[config.mk]
export PLATFORM = sky130hd
export DESIGN_NAME = actuator_output_ctrl
export DESIGN_NICKNAME = d
export VERILOG_FILES = /design/src/logic/actuator_regs_pkg.sv /design/src/logic/actuator_output_ctrl.sv /design/src/logic/oc_retry_timer.sv
export SDC_FILE = /design/constraint.sdc
export NUM_CORES = 1
export LEC_CHECK = 0
export BUFFER_PORTS_ARGS = -buffer_cell sky130_fd_sc_hd__buf_2
export CORE_MARGIN = 10
export CORE_UTILIZATION = 54
export DETAILED_ROUTE_END_ITERATION = 8
export PLACE_DENSITY = 0.67
export SLEW_MARGIN = 0
export SYNTH_ARGS = -nofsm -noshare
export SYNTH_HDL_FRONTEND = slang
export SYNTH_SLANG_ARGS = --single-unit
[constraint.sdc]
create_clock -name clock_in -period 3.6 [get_ports clock_in]
set_clock_uncertainty 0.15 [all_clocks]
set_input_delay 1.08 -clock clock_in [delete_from_list [all_inputs] [get_ports clock_in]]
set_output_delay 1.08 -clock clock_in [all_outputs]
set_load 0.02 [all_outputs]
[src/logic/actuator_regs_pkg.sv]
// Purpose: shared constants of the actuator output command/status block
// Assumes: 100 MHz system clock
// Notes: bit positions are those of the 16-bit serial words
package actuator_regs_pkg;
   // ----------------------------------------------------------------
   // word and driver geometry
   // ----------------------------------------------------------------
   localparam int CLK_MHZ = 100;
   localparam int WORD_BITS = 16;
   localparam int DRIVERS = 8;
   localparam int HS_OUTS = 5;
   localparam int BRIDGES = 3;
   localparam int SYNC_BITS = 14;
   localparam logic [4:0] FRAME_BITS = 5'h10;
   localparam int SENSE_RATIO = 10000;

   // ----------------------------------------------------------------
   // command word fields
   // ----------------------------------------------------------------
   localparam int CMD_SELECT_BIT = 0;
   localparam int CMD_DRIVER_LSB = 1;
   localparam int CMD_MON_LSB = 9;
   localparam int CMD_MON_MSB = 11;
   localparam int CMD_DUTY_BIT = 13;
   localparam int CMD_OL_DISABLE_BIT = 14;
   localparam int CMD_RESET_BIT = 15;
   localparam logic [15:0] CMD_RESET_VALUE = 16'h0000;

   // ----------------------------------------------------------------
   // status word fields
   // ----------------------------------------------------------------
   localparam int ST_NO_ERROR_BIT = 0;
   localparam int ST_OC_LSB = 1;
   localparam int ST_NOT_READY_BIT = 10;
   localparam int ST_TEMP_WARN_BIT = 11;
   localparam int ST_ALWAYS_ONE_BIT = 15;
   localparam int ST1_OL_LSB = 1;
   localparam int ST1_OL_MSB = 8;

   // ----------------------------------------------------------------
   // monitor selector codes
   // ----------------------------------------------------------------
   localparam logic [2:0] MON_OUT_ONE = 3'h0;
   localparam logic [2:0] MON_OUT_TWO = 3'h1;
   localparam logic [2:0] MON_OUT_THREE = 3'h2;
   localparam logic [2:0] MON_OUT_FOUR = 3'h3;
   localparam logic [2:0] MON_OUT_FIVE = 3'h4;

   // ----------------------------------------------------------------
   // synchroniser reset pattern: chip select idles high (bit 12)
   // ----------------------------------------------------------------
   localparam logic [13:0] SYNC_RESET = 14'h1000;

   // ----------------------------------------------------------------
   // timing
   // ----------------------------------------------------------------
   localparam int STARTUP_TIME_US = 50;
   localparam int STARTUP_CYCLES = STARTUP_TIME_US * CLK_MHZ;
   localparam int RETRY_PERIOD_US = 20;
   localparam int RETRY_PERIOD_CYCLES = RETRY_PERIOD_US * CLK_MHZ;
   localparam int RETRY_LOW_DUTY_PCT = 12;
   localparam int RETRY_HIGH_DUTY_PCT = 25;
   localparam logic [11:0] RETRY_PERIOD = 12'(RETRY_PERIOD_CYCLES);
   localparam logic [11:0] RETRY_ON_LOW = 12'(RETRY_PERIOD_CYCLES * RETRY_LOW_DUTY_PCT / 100);
   localparam logic [11:0] RETRY_ON_HIGH = 12'(RETRY_PERIOD_CYCLES * RETRY_HIGH_DUTY_PCT / 100);
endpackage

[src/logic/actuator_output_ctrl.sv]
// Purpose: serial command word 0 and status word 0 of an actuator driver
// Assumes: serial pins are asynchronous and sampled by clock_in
// Notes: word 1 flags and enables arrive as plain inputs
`timescale 1ns/1ps
`default_nettype none
module actuator_output_ctrl #(
   parameter int STARTUP_CYCLES = actuator_regs_pkg::STARTUP_CYCLES
) (
   input wire logic clock_in,
   input wire logic rst_b_in,
   input wire logic spi_clk_in,
   input wire logic chip_select_low_in,
   input wire logic spi_data_in,
   input wire logic pwm_in,
   input wire logic active_mode_in,
   input wire logic temp_warning_in,
   input wire logic [7:0] over_current_in,
   input wire logic [7:0] pwm_enable_in,
   input wire logic [4:0] oc_recovery_enable_in,
   input wire logic [15:0] status_word_one_in,
   output logic spi_data_out,
   output logic spi_data_oe_b_out,
   output logic [7:0] driver_on_out,
   output logic [4:0] current_sense_select_out,
   output logic status_clear_out
);
   // ----------------------------------------------------------------
   // input synchronisers
   // ----------------------------------------------------------------
   logic [13:0] async_bits;
   logic [13:0] meta;
   logic [13:0] sync;
   logic sclk_s;
   logic cs_s;
   logic sdi_s;
   logic pwm_s;
   logic active_s;
   logic temp_s;
   logic [7:0] oc_s;
   assign async_bits = {spi_clk_in, chip_select_low_in, spi_data_in, pwm_in,
                        active_mode_in, temp_warning_in, over_current_in};

   // two flip-flops on every serial, mode, warning and over-current pin before any logic sees it
   always_ff @(posedge clock_in or negedge rst_b_in) begin
      if (!rst_b_in) begin
         meta <= actuator_regs_pkg::SYNC_RESET;
         sync <= actuator_regs_pkg::SYNC_RESET;
      end else begin
         meta <= async_bits;
         sync <= meta;
      end
   end

   // synchronised copies, in the same order as the pins
   assign {sclk_s, cs_s, sdi_s, pwm_s, active_s, temp_s, oc_s} = sync;

   // ----------------------------------------------------------------
   // edge detection
   // ----------------------------------------------------------------
   logic sclk_prev;
   logic cs_prev;
   logic active_prev;
   logic sclk_rise;
   logic sclk_fall;
   logic cs_fall;
   logic cs_rise;
   logic active_rise;

   // previous samples for edge finding
   always_ff @(posedge clock_in or negedge rst_b_in) begin
      if (!rst_b_in) begin
         sclk_prev <= 1'b0;
         cs_prev <= 1'b1;
         active_prev <= 1'b0;
      end else begin
         sclk_prev <= sclk_s;
         cs_prev <= cs_s;
         active_prev <= active_s;
      end
   end

   assign sclk_rise = !cs_s && sclk_s && !sclk_prev;
   assign sclk_fall = !cs_s && !sclk_s && sclk_prev;
   assign cs_fall = !cs_s && cs_prev;
   assign cs_rise = cs_s && !cs_prev;
   assign active_rise = active_s && !active_prev;

   // ----------------------------------------------------------------
   // status words
   // ----------------------------------------------------------------
   logic [7:0] oc_flag;
   logic not_ready;
   logic no_error;
   logic [15:0] cmd;
   logic [15:0] word_zero;
   logic [15:0] word_one;
   logic [14:1] flags_one;
   // open-load flags are masked from the no-error bit when bit 14 is set; word 1 still shows them
   always_comb begin
      flags_one = status_word_one_in[14:1];
      if (cmd[actuator_regs_pkg::CMD_OL_DISABLE_BIT]) begin
         flags_one[actuator_regs_pkg::ST1_OL_MSB:actuator_regs_pkg::ST1_OL_LSB] = 8'h00;
      end
   end

   // word 0: always one, supply flags not here, warning, not ready, oc
   assign word_zero = {1'b1, 3'h0, temp_s, not_ready, 1'b0, oc_flag, no_error};
   assign no_error = ~(temp_s | not_ready | (|oc_flag) | (|flags_one));
   assign word_one = {1'b1, status_word_one_in[14:1], no_error};

   // ----------------------------------------------------------------
   // frame shifter
   // ----------------------------------------------------------------
   logic [15:0] shift_in;
   logic [15:0] shift_out;
   logic [4:0] bit_count;
   logic frame_ok;

   assign frame_ok = (bit_count == actuator_regs_pkg::FRAME_BITS);

   // count edges, saturating past a full frame so long frames fail
   always_ff @(posedge clock_in or negedge rst_b_in) begin
      if (!rst_b_in) begin
         bit_count <= 5'h00;
      end else if (cs_fall) begin
         bit_count <= 5'h00;
      end else if (sclk_rise && bit_count <= actuator_regs_pkg::FRAME_BITS) begin
         bit_count <= bit_count + 5'h01;
      end
   end

   // data in sampled on rising clock, bit 0 first
   always_ff @(posedge clock_in or negedge rst_b_in) begin
      if (!rst_b_in) begin
         shift_in <= 16'h0000;
      end else if (sclk_rise) begin
         shift_in <= {sdi_s, shift_in[15:1]};
      end
   end

   // first rising edge loads the word chosen by the first bit
   always_ff @(posedge clock_in or negedge rst_b_in) begin
      if (!rst_b_in) begin
         shift_out <= 16'h0000;
      end else if (sclk_rise && bit_count == 5'h00) begin
         shift_out <= sdi_s ? word_one : word_zero;
      end else if (sclk_fall && bit_count != 5'h00) begin
         shift_out <= {1'b0, shift_out[15:1]};
      end
   end

   // data out: no-error level until clocked, next bit on each fall
   always_ff @(posedge clock_in or negedge rst_b_in) begin
      if (!rst_b_in) begin
         spi_data_out <= 1'b0;
      end else if (!cs_s && bit_count == 5'h00) begin
         spi_data_out <= no_error;
      end else if (sclk_fall && bit_count != 5'h00) begin
         spi_data_out <= shift_out[1];
      end
   end

   // driver enabled, active low, while chip select is low
   always_ff @(posedge clock_in or negedge rst_b_in) begin
      if (!rst_b_in) begin
         spi_data_oe_b_out <= 1'b1;
      end else begin
         spi_data_oe_b_out <= cs_s;
      end
   end

   // ----------------------------------------------------------------
   // command register and status clear
   // ----------------------------------------------------------------
   logic frame_to_zero;
   assign frame_to_zero = cs_rise && frame_ok && !shift_in[actuator_regs_pkg::CMD_SELECT_BIT];
   // only a complete frame addressed to word 0 updates the command
   always_ff @(posedge clock_in or negedge rst_b_in) begin
      if (!rst_b_in) begin
         cmd <= actuator_regs_pkg::CMD_RESET_VALUE;
      end else if (frame_to_zero) begin
         cmd <= shift_in;
      end
   end

   // reset bit clears both status words at the end of the frame
   always_ff @(posedge clock_in or negedge rst_b_in) begin
      if (!rst_b_in) begin
         status_clear_out <= 1'b0;
      end else begin
         status_clear_out <= frame_to_zero && shift_in[actuator_regs_pkg::CMD_RESET_BIT];
      end
   end

   // ----------------------------------------------------------------
   // start-up timer
   // ----------------------------------------------------------------
   logic [15:0] startup_count;
   // not-ready from entry to active mode until the timer expires
   always_ff @(posedge clock_in or negedge rst_b_in) begin
      if (!rst_b_in) begin
         not_ready <= 1'b0;
         startup_count <= 16'h0000;
      end else if (active_rise) begin
         not_ready <= 1'b1;
         startup_count <= 16'h0000;
      end else if (not_ready) begin
         if (startup_count >= 16'(STARTUP_CYCLES - 1)) begin
            not_ready <= 1'b0;
         end else begin
            startup_count <= startup_count + 16'h0001;
         end
      end
   end

   // ----------------------------------------------------------------
   // over-current flags and retry
   // ----------------------------------------------------------------
   logic [7:0] oc_event;
   logic [7:0] retry_on;
   logic [7:0] allow;
   logic [7:0] req;
   logic high_duty;

   // the warning forces the lower retry duty
   assign high_duty = cmd[actuator_regs_pkg::CMD_DUTY_BIT] && !temp_s;
   assign oc_event = oc_s & driver_on_out;

   genvar gi;
   generate
      for (gi = 0; gi < actuator_regs_pkg::DRIVERS; gi++) begin : g_drv
         localparam int OUT_IDX = (gi < 6) ? gi / 2 : gi - 3;
         logic rec_en;
         assign rec_en = oc_recovery_enable_in[OUT_IDX];
         // flag set wins over a clear in the same cycle
         always_ff @(posedge clock_in or negedge rst_b_in) begin
            if (!rst_b_in) begin
               oc_flag[gi] <= 1'b0;
            end else if (oc_event[gi]) begin
               oc_flag[gi] <= 1'b1;
            end else if (status_clear_out) begin
               oc_flag[gi] <= 1'b0;
            end
         end
         oc_retry_timer u_retry (
            .clock_in(clock_in),
            .rst_b_in(rst_b_in),
            .enable_in(rec_en),
            .trip_in(oc_event[gi]),
            .clear_in(status_clear_out),
            .high_duty_in(high_duty),
            .conduct_out(retry_on[gi])
         );
         // a flagged driver runs only inside a retry window
         assign allow[gi] = !oc_flag[gi] || (rec_en && retry_on[gi]);
         // command bit, then pwm gating when enabled
         assign req[gi] = cmd[actuator_regs_pkg::CMD_DRIVER_LSB + gi] && allow[gi]
                          && (!pwm_enable_in[gi] || pwm_s);
      end
   endgenerate

   // ----------------------------------------------------------------
   // output stage
   // ----------------------------------------------------------------
   logic [7:0] next_driver_on;
   // bridge interlock and start-up blocking
   always_comb begin
      next_driver_on = req;
      for (int b = 0; b < actuator_regs_pkg::BRIDGES; b++) begin
         if (req[2 * b] && req[2 * b + 1]) begin
            next_driver_on[2 * b] = 1'b0;
            next_driver_on[2 * b + 1] = 1'b0;
         end
      end
      if (!active_s || active_rise || not_ready) begin // wake edge blocks before not-ready
         next_driver_on = 8'h00;
      end
   end

   // registered driver enables
   always_ff @(posedge clock_in or negedge rst_b_in) begin
      if (!rst_b_in) begin
         driver_on_out <= 8'h00;
      end else begin
         driver_on_out <= next_driver_on;
      end
   end

   // ----------------------------------------------------------------
   // current monitor selector, image ratio SENSE_RATIO to one
   // ----------------------------------------------------------------
   logic [4:0] next_sense;
   // one-hot high-side choice for the sense pin mux
   always_comb begin
      case (cmd[actuator_regs_pkg::CMD_MON_MSB:actuator_regs_pkg::CMD_MON_LSB])
         actuator_regs_pkg::MON_OUT_ONE: next_sense = 5'h01;
         actuator_regs_pkg::MON_OUT_TWO: next_sense = 5'h02;
         actuator_regs_pkg::MON_OUT_THREE: next_sense = 5'h04;
         actuator_regs_pkg::MON_OUT_FOUR: next_sense = 5'h08;
         actuator_regs_pkg::MON_OUT_FIVE: next_sense = 5'h10;
         default: next_sense = 5'h00;
      endcase
   end

   // registered selector
   always_ff @(posedge clock_in or negedge rst_b_in) begin
      if (!rst_b_in) begin
         current_sense_select_out <= 5'h00;
      end else begin
         current_sense_select_out <= next_sense;
      end
   end
endmodule
`default_nettype wire

[src/logic/oc_retry_timer.sv]
// Purpose: over-current retry sequencer for one driver
// Assumes: trip_in is an over-current event of a conducting driver, high while both last
// Notes: conduct_out opens a retry window of RETRY_ON_LOW or RETRY_ON_HIGH cycles, chosen by high_duty_in, each period
`timescale 1ns/1ps
`default_nettype none
module oc_retry_timer (
   input wire logic clock_in,
   input wire logic rst_b_in,
   input wire logic enable_in,
   input wire logic trip_in,
   input wire logic clear_in,
   input wire logic high_duty_in,
   output logic conduct_out
);
   // ----------------------------------------------------------------
   // sequencer
   // ----------------------------------------------------------------
   typedef enum logic [1:0] {RETRY_IDLE, RETRY_WAIT, RETRY_TRY} retry_state_e;
   retry_state_e state;
   logic [11:0] count;
   logic [11:0] on_len;
   logic [11:0] off_len;

   // on and off lengths make the pulsed current duty
   assign on_len = high_duty_in ? actuator_regs_pkg::RETRY_ON_HIGH
                                : actuator_regs_pkg::RETRY_ON_LOW;
   assign off_len = actuator_regs_pkg::RETRY_PERIOD - on_len;
   assign conduct_out = (state == RETRY_TRY);

   // idle until a trip, wait the off time, then retry for the on window
   always_ff @(posedge clock_in or negedge rst_b_in) begin
      if (!rst_b_in) begin
         state <= RETRY_IDLE;
         count <= 12'h000;
      end else if (!enable_in) begin
         state <= RETRY_IDLE;
         count <= 12'h000;
      end else begin
         case (state)
            RETRY_IDLE: begin
               if (trip_in) begin
                  state <= RETRY_WAIT;
                  count <= 12'h000;
               end
            end
            RETRY_WAIT: begin
               if (clear_in) begin
                  state <= RETRY_IDLE;
               end else if (count >= off_len - 12'h001) begin
                  state <= RETRY_TRY;
                  count <= 12'h000;
               end else begin
                  count <= count + 12'h001;
               end
            end
            RETRY_TRY: begin
               // trips inside the on window are blanked to form the duty
               if (count < on_len - 12'h001) begin
                  count <= count + 12'h001;
               end else if (trip_in) begin
                  state <= RETRY_WAIT;
                  count <= 12'h000;
               end else if (clear_in) begin
                  state <= RETRY_IDLE;
               end
            end
            default: begin
               state <= RETRY_IDLE;
            end
         endcase
      end
   end
endmodule
`default_nettype wire

After elaboration in Yosys (flattened, before gate mapping)

Cells that the tools add are included.

$add $sub $neg: 13
$mul: 0
Div/mod/pow operators: 0
Magnitude comparators: 18
Eq/ne operators: 70
Shifts and indexed selects: 0
Muxes and demuxes: 134
Bitwise logic cells: 5
Reduce and logical (&&, ||, !) cells: 126

Operators with widths:

| kind                    | number |
|---|---|
| $mux W12                | 40 |
| $pmux W12 S3            | 8 |
| $mux W2                 | 52 |
| $add A12 B1 Y12 const B | 8 |
| $ge A12 B12 Y1          | 8 |
| $lt A12 B12 Y1          | 8 |
| $mux W16                | 5 |
| $ne A3 B3 Y1 const B    | 24 |
| $pmux W2 S3             | 8 |
| $logic_and A1 B1 Y1     | 42 |
| $ne A4 B1 Y1 const B    | 8 |
| $ne A4 B3 Y1 const B    | 8 |
| $ne A4 B4 Y1 const B    | 8 |
| $reduce_and A4 Y1       | 8 |
| $pmux W5 S5             | 1 |
| $logic_not A1 Y1        | 24 |
| $reduce_bool A2 Y1      | 12 |
| $sub A12 B1 Y12 const B | 2 |
| $logic_or A1 B1 Y1      | 18 |
| $reduce_and A2 Y1       | 9 |
| $add A16 B1 Y16 const B | 1 |
| $eq A2 B1 Y1 const B    | 8 |
| $eq A2 B2 Y1 const B    | 8 |
| $ge A16 B13 Y1 const B  | 1 |
| 22 further kinds        | 47 |

Register bits: 235
Bits in latches: 0
RAM bits: 0
Bits in read-only memories: 0
Input port bits: 45
Output and inout bits: 16
Word-level logic and storage cells: 405
Memories: 0

Longest topological paths before layout

Gate-level depths: netlist of the first run.

Depth after elaboration: 10
Depth in mapped cells: 13

Hierarchy

A second synthesis of the first run with hierarchy kept.

Cell total of the unflattened synthesis: 1468
Area total of the unflattened synthesis: 13987.2 µm²

Modules (own cells, without submodules):

| module                                 | times used | cells an instance | area an instance (µm²) | seq. area each (µm²) |
|---|---|---|---|---|
| oc_retry_timer at g_drv[0].u_retry ... | 7          | 130               | 1141.1                 | 350.3 |
| actuator_output_ctrl                   | 1          | 424               | 4879.7                 | 3006.6 |
| oc_retry_timer at g_drv[7].u_retry     | 1          | 134               | 1119.8                 | 350.3 |

Worst setup path after synthesis of the first run

Ideal clock, no wire load.

Path kind: reg2reg
From: reg sync[8]
To: reg g_drv[0].u_retry.state[0]
Library setup time: 0.125 ns
Arrival time: 2.482 ns
Data required time: 3.325 ns
Slack: 0.843 ns
Stages on the path, launching flop included: 12
Path through: dfrtp_1 > nor2b_4 > inv_2 > buf_6 > buf_6 > ha_1 > or4_4 > or3b_1 > buf_2 > o21ai_2 > o2bb2ai_2 > mux2_4

Word-level cells in the longest chain between the ends: 8
Elaborated cells between the ends (all ways): 11

RTL lines:

| item                          | line                        | text |
|---|---|---|
| start, declared               | actuator_output_ctrl.sv:32  | `logic [13:0] sync;` |
| start signal, assigned        | actuator_output_ctrl.sv:47  | `sync <= actuator_regs_pkg::SYNC_RESET;` |
| start signal, assigned        | actuator_output_ctrl.sv:50  | `sync <= meta;` |
| $logic_not A1 Y1 *            | actuator_output_ctrl.sv:226 | `assign high_duty = cmd[actuator_regs_pkg::CMD_DUTY_BIT] && !temp_s;` |
| $logic_and A1 B1 Y1 *         | actuator_output_ctrl.sv:226 |  |
| $mux W9 *                     | oc_retry_timer.sv:25        | `assign on_len = high_duty_in ? actuator_regs_pkg::RETRY_ON_HIGH` |
| $sub A11 B12 Y12              | oc_retry_timer.sv:27        | `assign off_len = actuator_regs_pkg::RETRY_PERIOD - on_len;` |
| $sub A12 B1 Y12               | oc_retry_timer.sv:49        | `end else if (count >= off_len - 12'h001) begin` |
| $ge A12 B12 Y1                | oc_retry_timer.sv:49        |  |
| $ne A4 B3 Y1 (no line)        | --                          |  |
| $reduce_and A4 Y1 (no line) * | --                          |  |
| end signal, assigned          | oc_retry_timer.sv:48        | `state <= RETRY_IDLE;` |
| end signal, assigned          | oc_retry_timer.sv:50        | `state <= RETRY_TRY;` |
| end signal, assigned          | oc_retry_timer.sv:61        | `state <= RETRY_WAIT;` |
| end, declared                 | oc_retry_timer.sv:19        | `retry_state_e state;` |

Mark *: on every way between the ends. The rest lies on a longest branch, timed or not.
A chain may end at the register's enable or synchronous reset.

Worst setup path in the final report of the first run

From: reg sync[8]
To: reg g_drv[2].u_retry.count[3]

Word-level cells in the longest chain between the ends: 10
Elaborated cells between the ends (all ways): 13

RTL lines:

| item                  | line                        | text |
|---|---|---|
| $logic_not A1 Y1 *    | actuator_output_ctrl.sv:226 |  |
| $logic_and A1 B1 Y1 * | actuator_output_ctrl.sv:226 |  |
| $mux W9 *             | oc_retry_timer.sv:25        |  |
| $sub A11 B12 Y12      | oc_retry_timer.sv:27        |  |
| $sub A12 B1 Y12       | oc_retry_timer.sv:49        |  |
| $ge A12 B12 Y1        | oc_retry_timer.sv:49        |  |
| $mux W12              | oc_retry_timer.sv:49        |  |
| $mux W12              | oc_retry_timer.sv:47        | `if (clear_in) begin` |
| $pmux W12 S3 *        | oc_retry_timer.sv:39        | `case (state)` |
| $mux W12 *            | oc_retry_timer.sv:35        | `end else if (!enable_in) begin` |
| end signal, assigned  | oc_retry_timer.sv:53        | `count <= count + 12'h001;` |
| end signal, assigned  | oc_retry_timer.sv:59        | `count <= count + 12'h001;` |
| end, declared         | oc_retry_timer.sv:20        | `logic [11:0] count;` |

Mark *: on every way between the ends. The rest lies on a longest branch, timed or not. The select of a mux whose other input is x is not followed.

==> results of run 1 <==
[layout make-up]
type	count	area [um^2]	share of cell area, %
multi-input combinational	1201	7820	49.5
sequential	232	5810	36.8
clock buffer	38	788	4.99
timing repair buffer	84	533	3.37
tap	335	419	2.65
inverter	68	255	1.62
clock inverter	14	173	1.09
[cell families after synthesis]
logic type                 count (synthesis)
adders and majority gates                 64
muxes                                     51
AOI/OAI and AO/OA                        450
buffers and inverters                    152
and+or+nand+nor                          600
DFF                                      232
xor gates and xnor gates                  36
[metrics by stage]
| step | std cells | util, % | instance area, um^2 | total power, mW | worst slack, ns |
|---|---|---|---|---|---|
| 6_report | 1972 | 60.6 | 15800 | 8.61 | 0.490 |
| 2_1_floorplan | 1585 | - | 14300 | 5.04 | 0.843 |
| 3_3_place_gp | 1920 | 56.9 | 14800 | 5.67 | 0.608 |
| 3_5_place_dp | 1920 | 56.9 | 14800 | 5.71 | 0.589 |
| 4_1_cts | 1972 | 60.6 | 15800 | 8.64 | 0.510 |
| 5_1_grt | 1972 | 60.6 | 15800 | 9.11 | 0.294 |
[how the worst min path moves through the flow]
stage | endpoint | slack, ns | cells past startpoint
finish | sync[5]$_DFF_PN0_ | 0.16 | 0
global route | sync[5]$_DFF_PN0_ | 0.17 | 0
CTS | sync[5]$_DFF_PN0_ | 0.15 | 0
detailed placement | sync[8]$_DFF_PN0_ | 0.19 | 0
global placement | sync[11]$_DFF_PN0_ | 0.18 | 0
floorplan | sync[0]$_DFF_PN0_ | 0.18 | 0
[synthesized netlist by cell type, drive strengths merged (14+ instances only)]
cell    instances
inv            68
xor2           20
nand4          23
mux2           30
dfrtp         229
and3           43
nand2         183
nor3           19
a31oi          36
nor2b          31
a21o           20
nand3          77
xnor2          16
ha             59
o21ai         121
buf            21
clkbuf         63
nor2          106
nor3b          24
mux2i          21
nand2b         22
nor4           18
and2           18
a21oi          86
o211ai         18
o31ai          14
[registers in the layout (all words and copies together) (netlist names), 5 cells and up]
register	count
bit_count	5
cmd	13
current_sense_select_out	5
driver_on_out	8
g_drv.u_retry.count	96
g_drv.u_retry.state	16
meta	14
oc_flag	8
shift_in	16
shift_out	15
startup_count	16
sync	14
[cell usage in the layout, fill, tap and decap left out, types with 21 or more instances in the layout]
cell	Yosys	routed
a21oi_1	83	83
a31oi_1	36	36
and3_1	43	43
buf_2	13	57
buf_4	2	23
clkbuf_16	0	28
dfrtp_1	229	229
ha_1	59	59
inv_1	67	67
mux2_2	28	28
mux2i_1	21	21
nand2_1	181	181
nand2b_1	22	22
nand3_1	77	77
nand4_1	23	23
nor2_1	105	105
nor2b_1	30	30
nor3b_1	24	23
o21ai_0	109	109
[report_power, final]
| group | internal [mW] | switching, mW |
|---|---|---|
| Sequential | 2.86 | 0.263 |
| Combinational | 0.976 | 1.62 |
| Clock | 1.75 | 1.14 |
[per-layer routing]
layer / wire, um / GRT usage, %
met2: 14900 / 30.6
met1: 16900 / 29.4
met4: 709 / 4.98
met3: 1830 / 2.81
met5: 0 / 0
==> impl_metrics.prom, run 1 <==
# TYPE chip_impl_metric gauge
chip_impl_metric{name="die-area",unit="mm^2"} 0.0333
chip_impl_metric{name="dp_hpwl",unit="um"} 24100
chip_impl_info{name="r2r_end",value="g_drv[2].u_retry.count[3]$_DFFE_PN0P_"} 1
chip_impl_metric{name="synth_sequential_area_ratio",unit="%"} 40.7
chip_impl_info{name="worst-setup-path-type",value="register to register"} 1
chip_impl_metric{name="clock-sinks",unit=""} 232
chip_impl_metric{name="dr.first_iter.drc_count",unit=""} 830
chip_impl_metric{name="rows",unit=""} 59
chip_impl_info{name="min-delay-path-class",value="register to register"} 1
chip_impl_metric{name="r2r_setup_slk",unit="ns"} 0.49
chip_impl_metric{name="power_leakage",unit="nW"} 7.05
chip_impl_metric{name="post-route-min-period",unit="ns"} 3.11
chip_impl_metric{name="post_synth_inst_count",unit=""} 1585
chip_impl_info{name="critical_path.startpoint",value="sync[8]$_DFF_PN0_"} 1
chip_impl_metric{name="critical_path.max_fanout",unit=""} 22
chip_impl_info{name="post_synth_main_area_contributors",value="dfrtp_1 40%, ha_1 5.2%, nand2_1 4.8%, o21ai_0 3.8%, a21oi_1 2.9%"} 1
chip_impl_metric{name="layout_worst_path_cycle_share",unit="%"} 86.4
chip_impl_metric{name="syn-num-nets",unit=""} 1689
chip_impl_metric{name="antennaDiodeCount",unit=""} 0
chip_impl_metric{name="final.hold.worst_slack",unit="ns"} 0.164
chip_impl_metric{name="route.detailed.drc",unit=""} 0
chip_impl_metric{name="cp.depth",unit=""} 11
chip_impl_metric{name="vias",unit=""} 12200
chip_impl_metric{name="synth-edff-count",unit=""} 0
chip_impl_metric{name="max_slew_margin",unit="%"} 26.6
chip_impl_metric{name="coreArea",unit="mm^2"} 0.0261
chip_impl_metric{name="ios",unit=""} 61
chip_impl_info{name="synth_top_cell_by_area",value="dfrtp_1"} 1
chip_impl_metric{name="post_cts_hold_buffer_count",unit=""} 0
chip_impl_metric{name="firstDrtPassIters",unit=""} 5
chip_impl_metric{name="max_freq",unit="MHz"} 322
chip_impl_metric{name="routedWlPerCell",unit="um"} 17.4
chip_impl_metric{name="synth_compound_gate_area_share",unit="%"} 21.8
chip_impl_metric{name="yosys_warnings",unit=""} 0
chip_impl_info{name="synth_top_family_by_area",value="compound AO/OA/AOI/OAI gates"} 1
chip_impl_metric{name="overall_die_width",unit="um"} 183
chip_impl_metric{name="grt_first_pass_wirelength",unit="um"} 57900
chip_impl_info{name="cp_cell_sequence",value="nor2b_4, inv_2, buf_12, ha_1, o21ai_0, o2111ai_1, a31oi_1, a31oi_1, nor2_1, nand4_1, o21ai_0"} 1
chip_impl_metric{name="synthDistinctLibCells",unit=""} 100
chip_impl_info{name="cts-root-buf",value="clkbuf_16"} 1
chip_impl_metric{name="clkTransAtPathRegs",unit="ns"} 0.06
chip_impl_info{name="synth_top_flop_cell",value="dfrtp_1"} 1
chip_impl_metric{name="routed_wl",unit="um"} 34300
chip_impl_metric{name="post_cts_repair_resize_count",unit=""} 0
chip_impl_metric{name="worstSkewPairLatency",unit="ns"} 0.57
chip_impl_info{name="status",value="completed"} 1
chip_impl_metric{name="grt_max_degree",unit=""} 77
chip_impl_info{name="critical_path.endpoint_type",value="register"} 1
chip_impl_metric{name="postSynth.asyncResetShare",unit="%"} 100
chip_impl_metric{name="netlist_area",unit="mm^2"} 0.0143
chip_impl_metric{name="buffer_ports.inserted",unit=""} 58
chip_impl_info{name="timing.critical_path.from_type",value="register"} 1
chip_impl_metric{name="via_count_normalized_by_instance_count",unit=""} 6.19
chip_impl_metric{name="post_route_cells_drive_above_1_share",unit="%"} 12.6
chip_impl_metric{name="post_cts_buffers",unit=""} 0
chip_impl_metric{name="num-fill-cells",unit=""} 2274
chip_impl_metric{name="timing.final.max_slew_violations",unit=""} 0
chip_impl_info{name="critical_path.reg2reg.startpoint",value="sync[8]$_DFF_PN0_"} 1
chip_impl_metric{name="syn_avg_cell_area",unit="um^2"} 9.00
chip_impl_metric{name="die_h",unit="um"} 183
chip_impl_metric{name="area_growth_syn_to_layout",unit="%"} 10.8
chip_impl_metric{name="via_count_of_the_first_global_routing_pass",unit=""} 11600
chip_impl_metric{name="worst_ir_drop_vdd",unit="mV"} 0.500
chip_impl_metric{name="finalSetupTns",unit="ns"} 0
chip_impl_info{name="hold_start",value="meta[5]$_DFF_PN0_"} 1
chip_impl_metric{name="post_synth_mux_area_share",unit="%"} 3.87
chip_impl_metric{name="place_congestion",unit=""} 0.920
chip_impl_metric{name="maxCapViolations",unit=""} 0
chip_impl_info{name="setup_crit_end",value="g_drv[2].u_retry.count[3]$_DFFE_PN0P_"} 1
chip_impl_metric{name="cp_num_buf_inv",unit=""} 2
chip_impl_metric{name="ys_seq_elements",unit=""} 232
chip_impl_metric{name="adder_cell_area_share_of_the_yosys_netlist",unit="%"} 5.54
chip_impl_metric{name="h_tree_depth",unit=""} 1
chip_impl_metric{name="grt-ovfl-total",unit=""} 0
chip_impl_metric{name="ctsLongestPathBuffers",unit=""} 3
chip_impl_metric{name="antenna_found_initial",unit=""} 0
chip_impl_info{name="timing.critical_path.max_delay_family",value="compound AO/OA/AOI/OAI gates"} 1
chip_impl_metric{name="worstRegToRegCells",unit=""} 11
chip_impl_metric{name="drtAntennaViolNets",unit=""} 0
chip_impl_metric{name="synth.top_cell.area_share",unit="%"} 40.2
chip_impl_metric{name="power.density_cell_area",unit="mW/mm^2"} 545
chip_impl_metric{name="worst_slew_pin_slew",unit="ns"} 1.10
chip_impl_metric{name="setup_viol",unit=""} 0
chip_impl_metric{name="cts_buffers",unit=""} 28
chip_impl_info{name="clock_tree_from_tritoncts",value="yes"} 1
chip_impl_metric{name="worst-endpoint-arrival",unit="ns"} 3.41
chip_impl_metric{name="synth-simple-area-share",unit="%"} 21.3
chip_impl_info{name="grt_setup_unrepaired",value="no"} 1
chip_impl_info{name="worst_path_max_delay_cell",value="a31oi_1"} 1
chip_impl_metric{name="worst_stage_delay_on_the_critical_path",unit="ns"} 0.57
chip_impl_metric{name="grt.total_usage",unit="%"} 20.1
chip_impl_metric{name="synth_xor_area_share",unit="%"} 2.26
chip_impl_metric{name="hold_viol_final",unit=""} 0
chip_impl_metric{name="worstPathRequired",unit="ns"} 3.90
chip_impl_metric{name="num-nets-final",unit=""} 1719
chip_impl_metric{name="initial_utilization",unit="%"} 54.7
No activity file was read; power rests on OpenSTA's default activity.
==> inputs of run 2 (changes only) <==
- CORE_UTILIZATION: 54 -> 35
- PLACE_DENSITY: 0.67 -> 0.46
==> impl_metrics.prom, run 2 (synthesis gave the netlist of run 1 again) <==
# TYPE chip_impl_metric gauge
chip_impl_metric{name="die_h",unit="um"} 222
chip_impl_metric{name="max_slew_margin",unit="%"} 27.2
chip_impl_metric{name="dr.first_iter.drc_count",unit=""} 846
chip_impl_metric{name="place.detailed.instances",unit=""} 2108
chip_impl_metric{name="ctsLongestPathBuffers",unit=""} 3
chip_impl_metric{name="routedWlPerCell",unit="um"} 17.7
chip_impl_metric{name="firstDrtPassIters",unit=""} 6
chip_impl_info{name="status",value="completed"} 1
chip_impl_metric{name="worst_slew_pin_slew",unit="ns"} 1.09
chip_impl_metric{name="grt_first_pass_wirelength",unit="um"} 63200
chip_impl_metric{name="area_growth_syn_to_layout",unit="%"} 12.8
chip_impl_info{name="timing.critical_path.from_type",value="register"} 1
chip_impl_info{name="timing.critical_path.max_delay_family",value="compound AO/OA/AOI/OAI gates"} 1
chip_impl_metric{name="antennaDiodeCount",unit=""} 0
chip_impl_metric{name="h_tree_depth",unit=""} 1
chip_impl_metric{name="power.density_cell_area",unit="mW/mm^2"} 548
chip_impl_metric{name="hold_viol_final",unit=""} 0
chip_impl_metric{name="finalSetupTns",unit="ns"} 0
chip_impl_metric{name="worstPathRequired",unit="ns"} 3.92
chip_impl_metric{name="post-route-min-period",unit="ns"} 3.06
chip_impl_metric{name="worst_ir_drop_vdd",unit="mV"} 0.363
chip_impl_metric{name="power_leakage",unit="nW"} 7.07
chip_impl_metric{name="vias",unit=""} 12100
chip_impl_metric{name="cts_buffers",unit=""} 30
chip_impl_info{name="cts-root-buf",value="clkbuf_16"} 1
chip_impl_metric{name="grt_max_degree",unit=""} 71
chip_impl_metric{name="die-area",unit="mm^2"} 0.0492
chip_impl_metric{name="worst-endpoint-arrival",unit="ns"} 3.39
chip_impl_metric{name="stdcell_count",unit=""} 2164
chip_impl_metric{name="post_cts_repair_resize_count",unit=""} 0
chip_impl_metric{name="fin_ws",unit="ns"} 0.536
chip_impl_metric{name="num-fill-cells",unit=""} 4074
chip_impl_info{name="most-common-layout-cells",value="229 x dfrtp_1, 181 x nand2_1, 109 x o21ai_0"} 1
chip_impl_metric{name="ios",unit=""} 61
chip_impl_metric{name="grt.total_usage",unit="%"} 15.0
chip_impl_metric{name="route.detailed.drc",unit=""} 0
chip_impl_info{name="worst-setup-path-type",value="register to register"} 1
chip_impl_metric{name="place_ws",unit="ns"} 0.515
chip_impl_metric{name="worstSkewPairLatency",unit="ns"} 0.60
chip_impl_info{name="hold_start",value="meta[8]$_DFF_PN0_"} 1
chip_impl_metric{name="cp_num_buf_inv",unit=""} 2
chip_impl_metric{name="place_congestion",unit=""} 0.821
chip_impl_metric{name="routed_wl",unit="um"} 38200
chip_impl_metric{name="post_route_cells_drive_above_1_share",unit="%"} 12.8
chip_impl_info{name="cp_cell_sequence",value="nor2b_4, inv_2, buf_12, ha_1, and3_1, nand3b_1, a211o_1, nand4b_2, o21ai_0, o2bb2ai_1, mux2_1"} 1
chip_impl_metric{name="critical_path.max_fanout",unit=""} 22
chip_impl_metric{name="grt-ovfl-total",unit=""} 0
chip_impl_metric{name="timing.final.max_slew_violations",unit=""} 0
chip_impl_metric{name="via_count_normalized_by_instance_count",unit=""} 5.60
chip_impl_metric{name="clkTransAtPathRegs",unit="ns"} 0.06
chip_impl_metric{name="post-route-util",unit="%"} 40.2
chip_impl_info{name="critical_path.endpoint_type",value="register"} 1
chip_impl_metric{name="buffer_ports.inserted",unit=""} 58
chip_impl_info{name="largest-register",value="g_drv.u_retry.count"} 1
chip_impl_info{name="grt_setup_unrepaired",value="no"} 1
chip_impl_info{name="min_to",value="sync[8]$_DFF_PN0_"} 1
chip_impl_metric{name="num-nets-final",unit=""} 1719
chip_impl_metric{name="initial_utilization",unit="%"} 35.6
chip_impl_metric{name="antenna_found_initial",unit=""} 0
chip_impl_info{name="worst_path_max_delay_cell",value="dfrtp_1"} 1
chip_impl_info{name="final_common_cell",value="dfrtp_1"} 1
chip_impl_metric{name="layout_worst_path_cycle_share",unit="%"} 85.1
chip_impl_info{name="r2r_end",value="g_drv[1].u_retry.state[0]$_DFFE_PN0P_"} 1
chip_impl_metric{name="r2r_setup_slk",unit="ns"} 0.54
chip_impl_metric{name="coreArea",unit="mm^2"} 0.0400
chip_impl_info{name="clock_tree_from_tritoncts",value="yes"} 1
chip_impl_metric{name="worst_stage_delay_on_the_critical_path",unit="ns"} 0.45
chip_impl_metric{name="overall_die_width",unit="um"} 222
chip_impl_metric{name="via_count_of_the_first_global_routing_pass",unit=""} 11800
chip_impl_metric{name="hold-path-cell-count",unit=""} 0
chip_impl_metric{name="rows",unit=""} 73
chip_impl_info{name="critical_path.reg2reg.startpoint",value="sync[8]$_DFF_PN0_"} 1
chip_impl_metric{name="post_cts_hold_buffer_count",unit=""} 0
chip_impl_metric{name="setup_viol",unit=""} 0
chip_impl_metric{name="clock-sinks",unit=""} 232
chip_impl_info{name="min-delay-path-class",value="register to register"} 1
chip_impl_metric{name="maxCapViolations",unit=""} 0
chip_impl_metric{name="dp_hpwl",unit="um"} 26700
chip_impl_metric{name="drtAntennaViolNets",unit=""} 0
chip_impl_metric{name="post_cts_buffers",unit=""} 0
chip_impl_metric{name="largest_register_ff_count",unit=""} 96
chip_impl_metric{name="max_freq",unit="MHz"} 326
chip_impl_metric{name="worstRegToRegCells",unit=""} 11
run 2: cell types whose count changed in the layout (fill, tap and decap cells not counted), moves of 2 or more:
cell / before / now
clkbuf_16: 28 / 30
clkinv_2: 9 / 11
clkbuf_8: 5 / 3
buf_4: 23 / 20
run 2: layout make-up:
type	instances	area, um^2	share of cell area (%)
Clock buffer	38	811	5.04
Clock inverter	18	199	1.24
Inverter	68	255	1.59
Multi-Input combinational cell	1201	7820	48.6
Sequential cell	232	5810	36.1
Tap cell	525	657	4.08
Timing Repair Buffer	82	531	3.30
run 2: through the flow:
stage	area, um^2	hold slack (ns)	power, mW
2_1_floorplan	14300	0.181	5.04
3_3_place_gp	15100	0.182	5.77
3_5_place_dp	15100	0.185	5.78
4_1_cts	16100	0.198	8.93
5_1_grt	16100	0.199	9.37
6_report	16100	0.195	8.81
run 2: worst max path at each step:
stage | start | endpoint | slack (ns) | cells after the start
2_1_floorplan | sync[8]$_DFF_PN0_ | g_drv[0].u_retry.state[0]$_DFFE_PN0P_ | 0.84 | 11
3_3_place_gp | sync[8]$_DFF_PN0_ | g_drv[1].u_retry.state[0]$_DFFE_PN0P_ | 0.55 | 11
3_5_place_dp | sync[8]$_DFF_PN0_ | g_drv[1].u_retry.state[0]$_DFFE_PN0P_ | 0.51 | 11
4_1_cts | sync[8]$_DFF_PN0_ | g_drv[5].u_retry.count[6]$_DFFE_PN0P_ | 0.51 | 11
5_1_grt | sync[8]$_DFF_PN0_ | g_drv[1].u_retry.state[0]$_DFFE_PN0P_ | 0.34 | 11
6_report | sync[8]$_DFF_PN0_ | g_drv[1].u_retry.state[0]$_DFFE_PN0P_ | 0.54 | 11
run 2: power by group:
group | switching, mW | internal (mW)
Clock | 1.24 | 1.81
Combinational | 1.67 | 0.963
Sequential | 0.265 | 2.86
Total | 3.17 | 5.64
run 2: worst reg2reg max path, delay by kind of cell (launching register included):
| kind | cells | cell delay (ns) |
|---|---|---|
| and+or+nand+nor | 4 | 0.60 |
| buffers and inverters | 2 | 0.49 |
| muxes | 1 | 0.35 |
| AOI/OAI and AO/OA | 3 | 0.63 |
| adders and majority gates | 1 | 0.25 |
| DFF | 1 | 0.45 |
run 2: routing by layer:
metal	up-vias	share of wire (%)	global-route usage, %	wire length (um)
li1	5885	-	-	-
met1	5905	50	21.4	19000
met2	270	43	22.7	16600
met3	52	4.9	2.65	1860
met4	0	2.1	3.70	798
met5	-	0	0	0
==> inputs of run 3 (changes only) <==
==> constraint.sdc (replaced) <==
create_clock -name clock_in -period 3.6 [get_ports clock_in]
set_clock_uncertainty 0.15 [all_clocks]
set_input_delay 0.72 -clock clock_in [delete_from_list [all_inputs] [get_ports clock_in]]
set_output_delay 0.72 -clock clock_in [all_outputs]
set_load 0.02 [all_outputs]
==> impl_metrics.prom, run 3 (synthesis gave the netlist of run 1 again) <==
# TYPE chip_impl_metric gauge
chip_impl_info{name="status",value="completed"} 1
chip_impl_metric{name="cts_buffers",unit=""} 30
chip_impl_info{name="final_common_cell",value="dfrtp_1"} 1
chip_impl_metric{name="num-nets-final",unit=""} 1718
chip_impl_metric{name="fin_ws",unit="ns"} 0.581
chip_impl_metric{name="via_count_of_the_first_global_routing_pass",unit=""} 11600
chip_impl_metric{name="grt_max_degree",unit=""} 75
chip_impl_metric{name="buffer_ports.inserted",unit=""} 58
chip_impl_metric{name="hold_viol_final",unit=""} 0
chip_impl_metric{name="power.density_cell_area",unit="mW/mm^2"} 554
chip_impl_metric{name="critical_path.max_fanout",unit=""} 22
chip_impl_info{name="cts-root-buf",value="clkbuf_16"} 1
chip_impl_metric{name="post_cts_hold_buffer_count",unit=""} 1
chip_impl_metric{name="post-route-util",unit="%"} 40.2
chip_impl_metric{name="worst-endpoint-arrival",unit="ns"} 3.35
chip_impl_metric{name="via_count_normalized_by_instance_count",unit=""} 5.55
chip_impl_metric{name="place_congestion",unit=""} 0.836
chip_impl_metric{name="worstSkewPairLatency",unit="ns"} 0.60
chip_impl_metric{name="clock-sinks",unit=""} 232
chip_impl_metric{name="grt_first_pass_wirelength",unit="um"} 63000
chip_impl_metric{name="worst_stage_delay_on_the_critical_path",unit="ns"} 0.44
chip_impl_metric{name="stdcell_count",unit=""} 2162
chip_impl_metric{name="total_power",unit="mW"} 8.92
chip_impl_metric{name="routed_wl",unit="um"} 37900
chip_impl_metric{name="vias",unit=""} 12000
chip_impl_info{name="cp_cell_sequence",value="nor2b_4, inv_2, buf_12, ha_1, and3_1, nand3b_1, a211o_1, nand4b_2, o21ai_0, o2bb2ai_1, mux2_1"} 1
chip_impl_metric{name="post-route-min-period",unit="ns"} 3.02
chip_impl_metric{name="max_freq",unit="MHz"} 331
chip_impl_metric{name="post_cts_buffers",unit=""} 0
chip_impl_metric{name="detailed_place.area",unit="mm^2"} 0.0150
chip_impl_metric{name="ios",unit=""} 61
chip_impl_metric{name="rows",unit=""} 73
chip_impl_info{name="grt_setup_unrepaired",value="no"} 1
chip_impl_info{name="worst_path_max_delay_cell",value="dfrtp_1"} 1
chip_impl_metric{name="design_area",unit="mm^2"} 0.0161
chip_impl_metric{name="post_cts_repair_resize_count",unit=""} 0
chip_impl_metric{name="power.sequential.fraction",unit="%"} 35.1
chip_impl_metric{name="overall_die_width",unit="um"} 222
chip_impl_metric{name="power.net_switching",unit="mW"} 3.16
chip_impl_metric{name="worst_slew_pin_slew",unit="ns"} 1.10
chip_impl_metric{name="place_ws",unit="ns"} 0.551
chip_impl_info{name="most-common-layout-cells",value="229 x dfrtp_1, 181 x nand2_1, 109 x o21ai_0"} 1
chip_impl_metric{name="antenna_found_initial",unit=""} 0
chip_impl_info{name="timing.critical_path.max_delay_family",value="simple AND/OR/NAND/NOR gates"} 1
chip_impl_info{name="critical_path.endpoint_type",value="register"} 1
chip_impl_metric{name="antennaDiodeCount",unit=""} 0
chip_impl_metric{name="power.share.combinational",unit="%"} 29.6
chip_impl_metric{name="die-area",unit="mm^2"} 0.0492
chip_impl_metric{name="route.detailed.drc",unit=""} 0
chip_impl_info{name="min-delay-path-class",value="input pin to register"} 1
chip_impl_metric{name="internal_power",unit="mW"} 5.76
chip_impl_metric{name="drtAntennaViolNets",unit=""} 0
chip_impl_metric{name="h_tree_depth",unit=""} 1
chip_impl_metric{name="worst_ir_drop_vdd",unit="mV"} 0.374
chip_impl_metric{name="timing.final.max_slew_violations",unit=""} 0
chip_impl_info{name="worst-setup-path-type",value="register to register"} 1
chip_impl_metric{name="sw_share",unit="%"} 35.4
chip_impl_metric{name="coreArea",unit="mm^2"} 0.0400
chip_impl_metric{name="final.hold.worst_slack",unit="ns"} 0.0705
chip_impl_info{name="clock_tree_from_tritoncts",value="yes"} 1
chip_impl_metric{name="initial_utilization",unit="%"} 35.6
chip_impl_metric{name="finalSetupTns",unit="ns"} 0
chip_impl_metric{name="dr.first_iter.drc_count",unit=""} 894
chip_impl_metric{name="die_h",unit="um"} 222
chip_impl_metric{name="layout_worst_path_cycle_share",unit="%"} 83.8
chip_impl_metric{name="clkTransAtPathRegs",unit="ns"} 0.06
chip_impl_metric{name="routedWlPerCell",unit="um"} 17.5
chip_impl_metric{name="cp_num_buf_inv",unit=""} 2
chip_impl_metric{name="grt.total_usage",unit="%"} 15.0
chip_impl_metric{name="ctsLongestPathBuffers",unit=""} 3
chip_impl_metric{name="place.detailed.instances",unit=""} 2106
chip_impl_info{name="timing.critical_path.from_type",value="register"} 1
chip_impl_metric{name="firstDrtPassIters",unit=""} 5
chip_impl_metric{name="clockPowerShare",unit="%"} 35.4
chip_impl_metric{name="power_leakage",unit="nW"} 7.06
chip_impl_metric{name="area_growth_syn_to_layout",unit="%"} 12.9
chip_impl_metric{name="grt-ovfl-total",unit=""} 0
chip_impl_metric{name="max_slew_margin",unit="%"} 26.3
chip_impl_info{name="largest-register",value="g_drv.u_retry.count"} 1
chip_impl_metric{name="worstPathRequired",unit="ns"} 3.93
chip_impl_metric{name="maxCapViolations",unit=""} 0
chip_impl_metric{name="setup_viol",unit=""} 0
chip_impl_metric{name="dp_hpwl",unit="um"} 26500
chip_impl_metric{name="post_route_cells_drive_above_1_share",unit="%"} 12.5
chip_impl_metric{name="largest_register_ff_count",unit=""} 96
==> run 3: routing by layer <==
| layer | wire length (um) | vias to the layer above | GRT usage, % |
|---|---|---|---|
| li1 | - | 5876 | - |
| met1 | 19200 | 5843 | 21.9 |
| met2 | 16600 | 238 | 22.5 |
| met3 | 1610 | 40 | 2.65 |
| met4 | 600 | 0 | 2.89 |
| met5 | 0 | - | 0 |
==> run 3: final cells by class <==
type,instances,area (um^2)
Clock inverter,9,156
Sequential cell,232,5810
Inverter,68,255
Tap cell,525,657
Multi-Input combinational cell,1201,7820
Timing Repair Buffer,81,500
Fill cell,4032,23900
Clock buffer,46,901
==> run 3: path summary, 6_finish.rpt <==
kind / from / to / slack (ns) / cells after the start
worst max-delay path: sync[8]$_DFF_PN0_ / g_drv[1].u_retry.state[0]$_DFFE_PN0P_ / 0.58 / 11
worst min-delay path: over_current_in[4] / meta[4]$_DFF_PN0_ / 0.07 / 1
worst max register to register: sync[8]$_DFF_PN0_ / g_drv[1].u_retry.state[0]$_DFFE_PN0P_ / 0.58 / 11
worst min register to register: meta[0]$_DFF_PN0_ / sync[0]$_DFF_PN0_ / 0.20 / 0
max in group asynchronous: rst_b_in / spi_data_oe_b_out$_DFF_PN1_ / 1.92 / 3
min in group asynchronous: rst_b_in / meta[7]$_DFF_PN0_ / 0.56 / 2
==> run 3: power groups by stage <==
stage	clock (mW)	combinational [mW]	sequential, mW
after floorplan	0	1.99	3.06
after CTS	3.26	2.62	3.12
after detailed placement	0	2.60	3.17
final	3.15	2.64	3.13
after global routing	3.37	2.94	3.17
after global placement	0	2.60	3.17
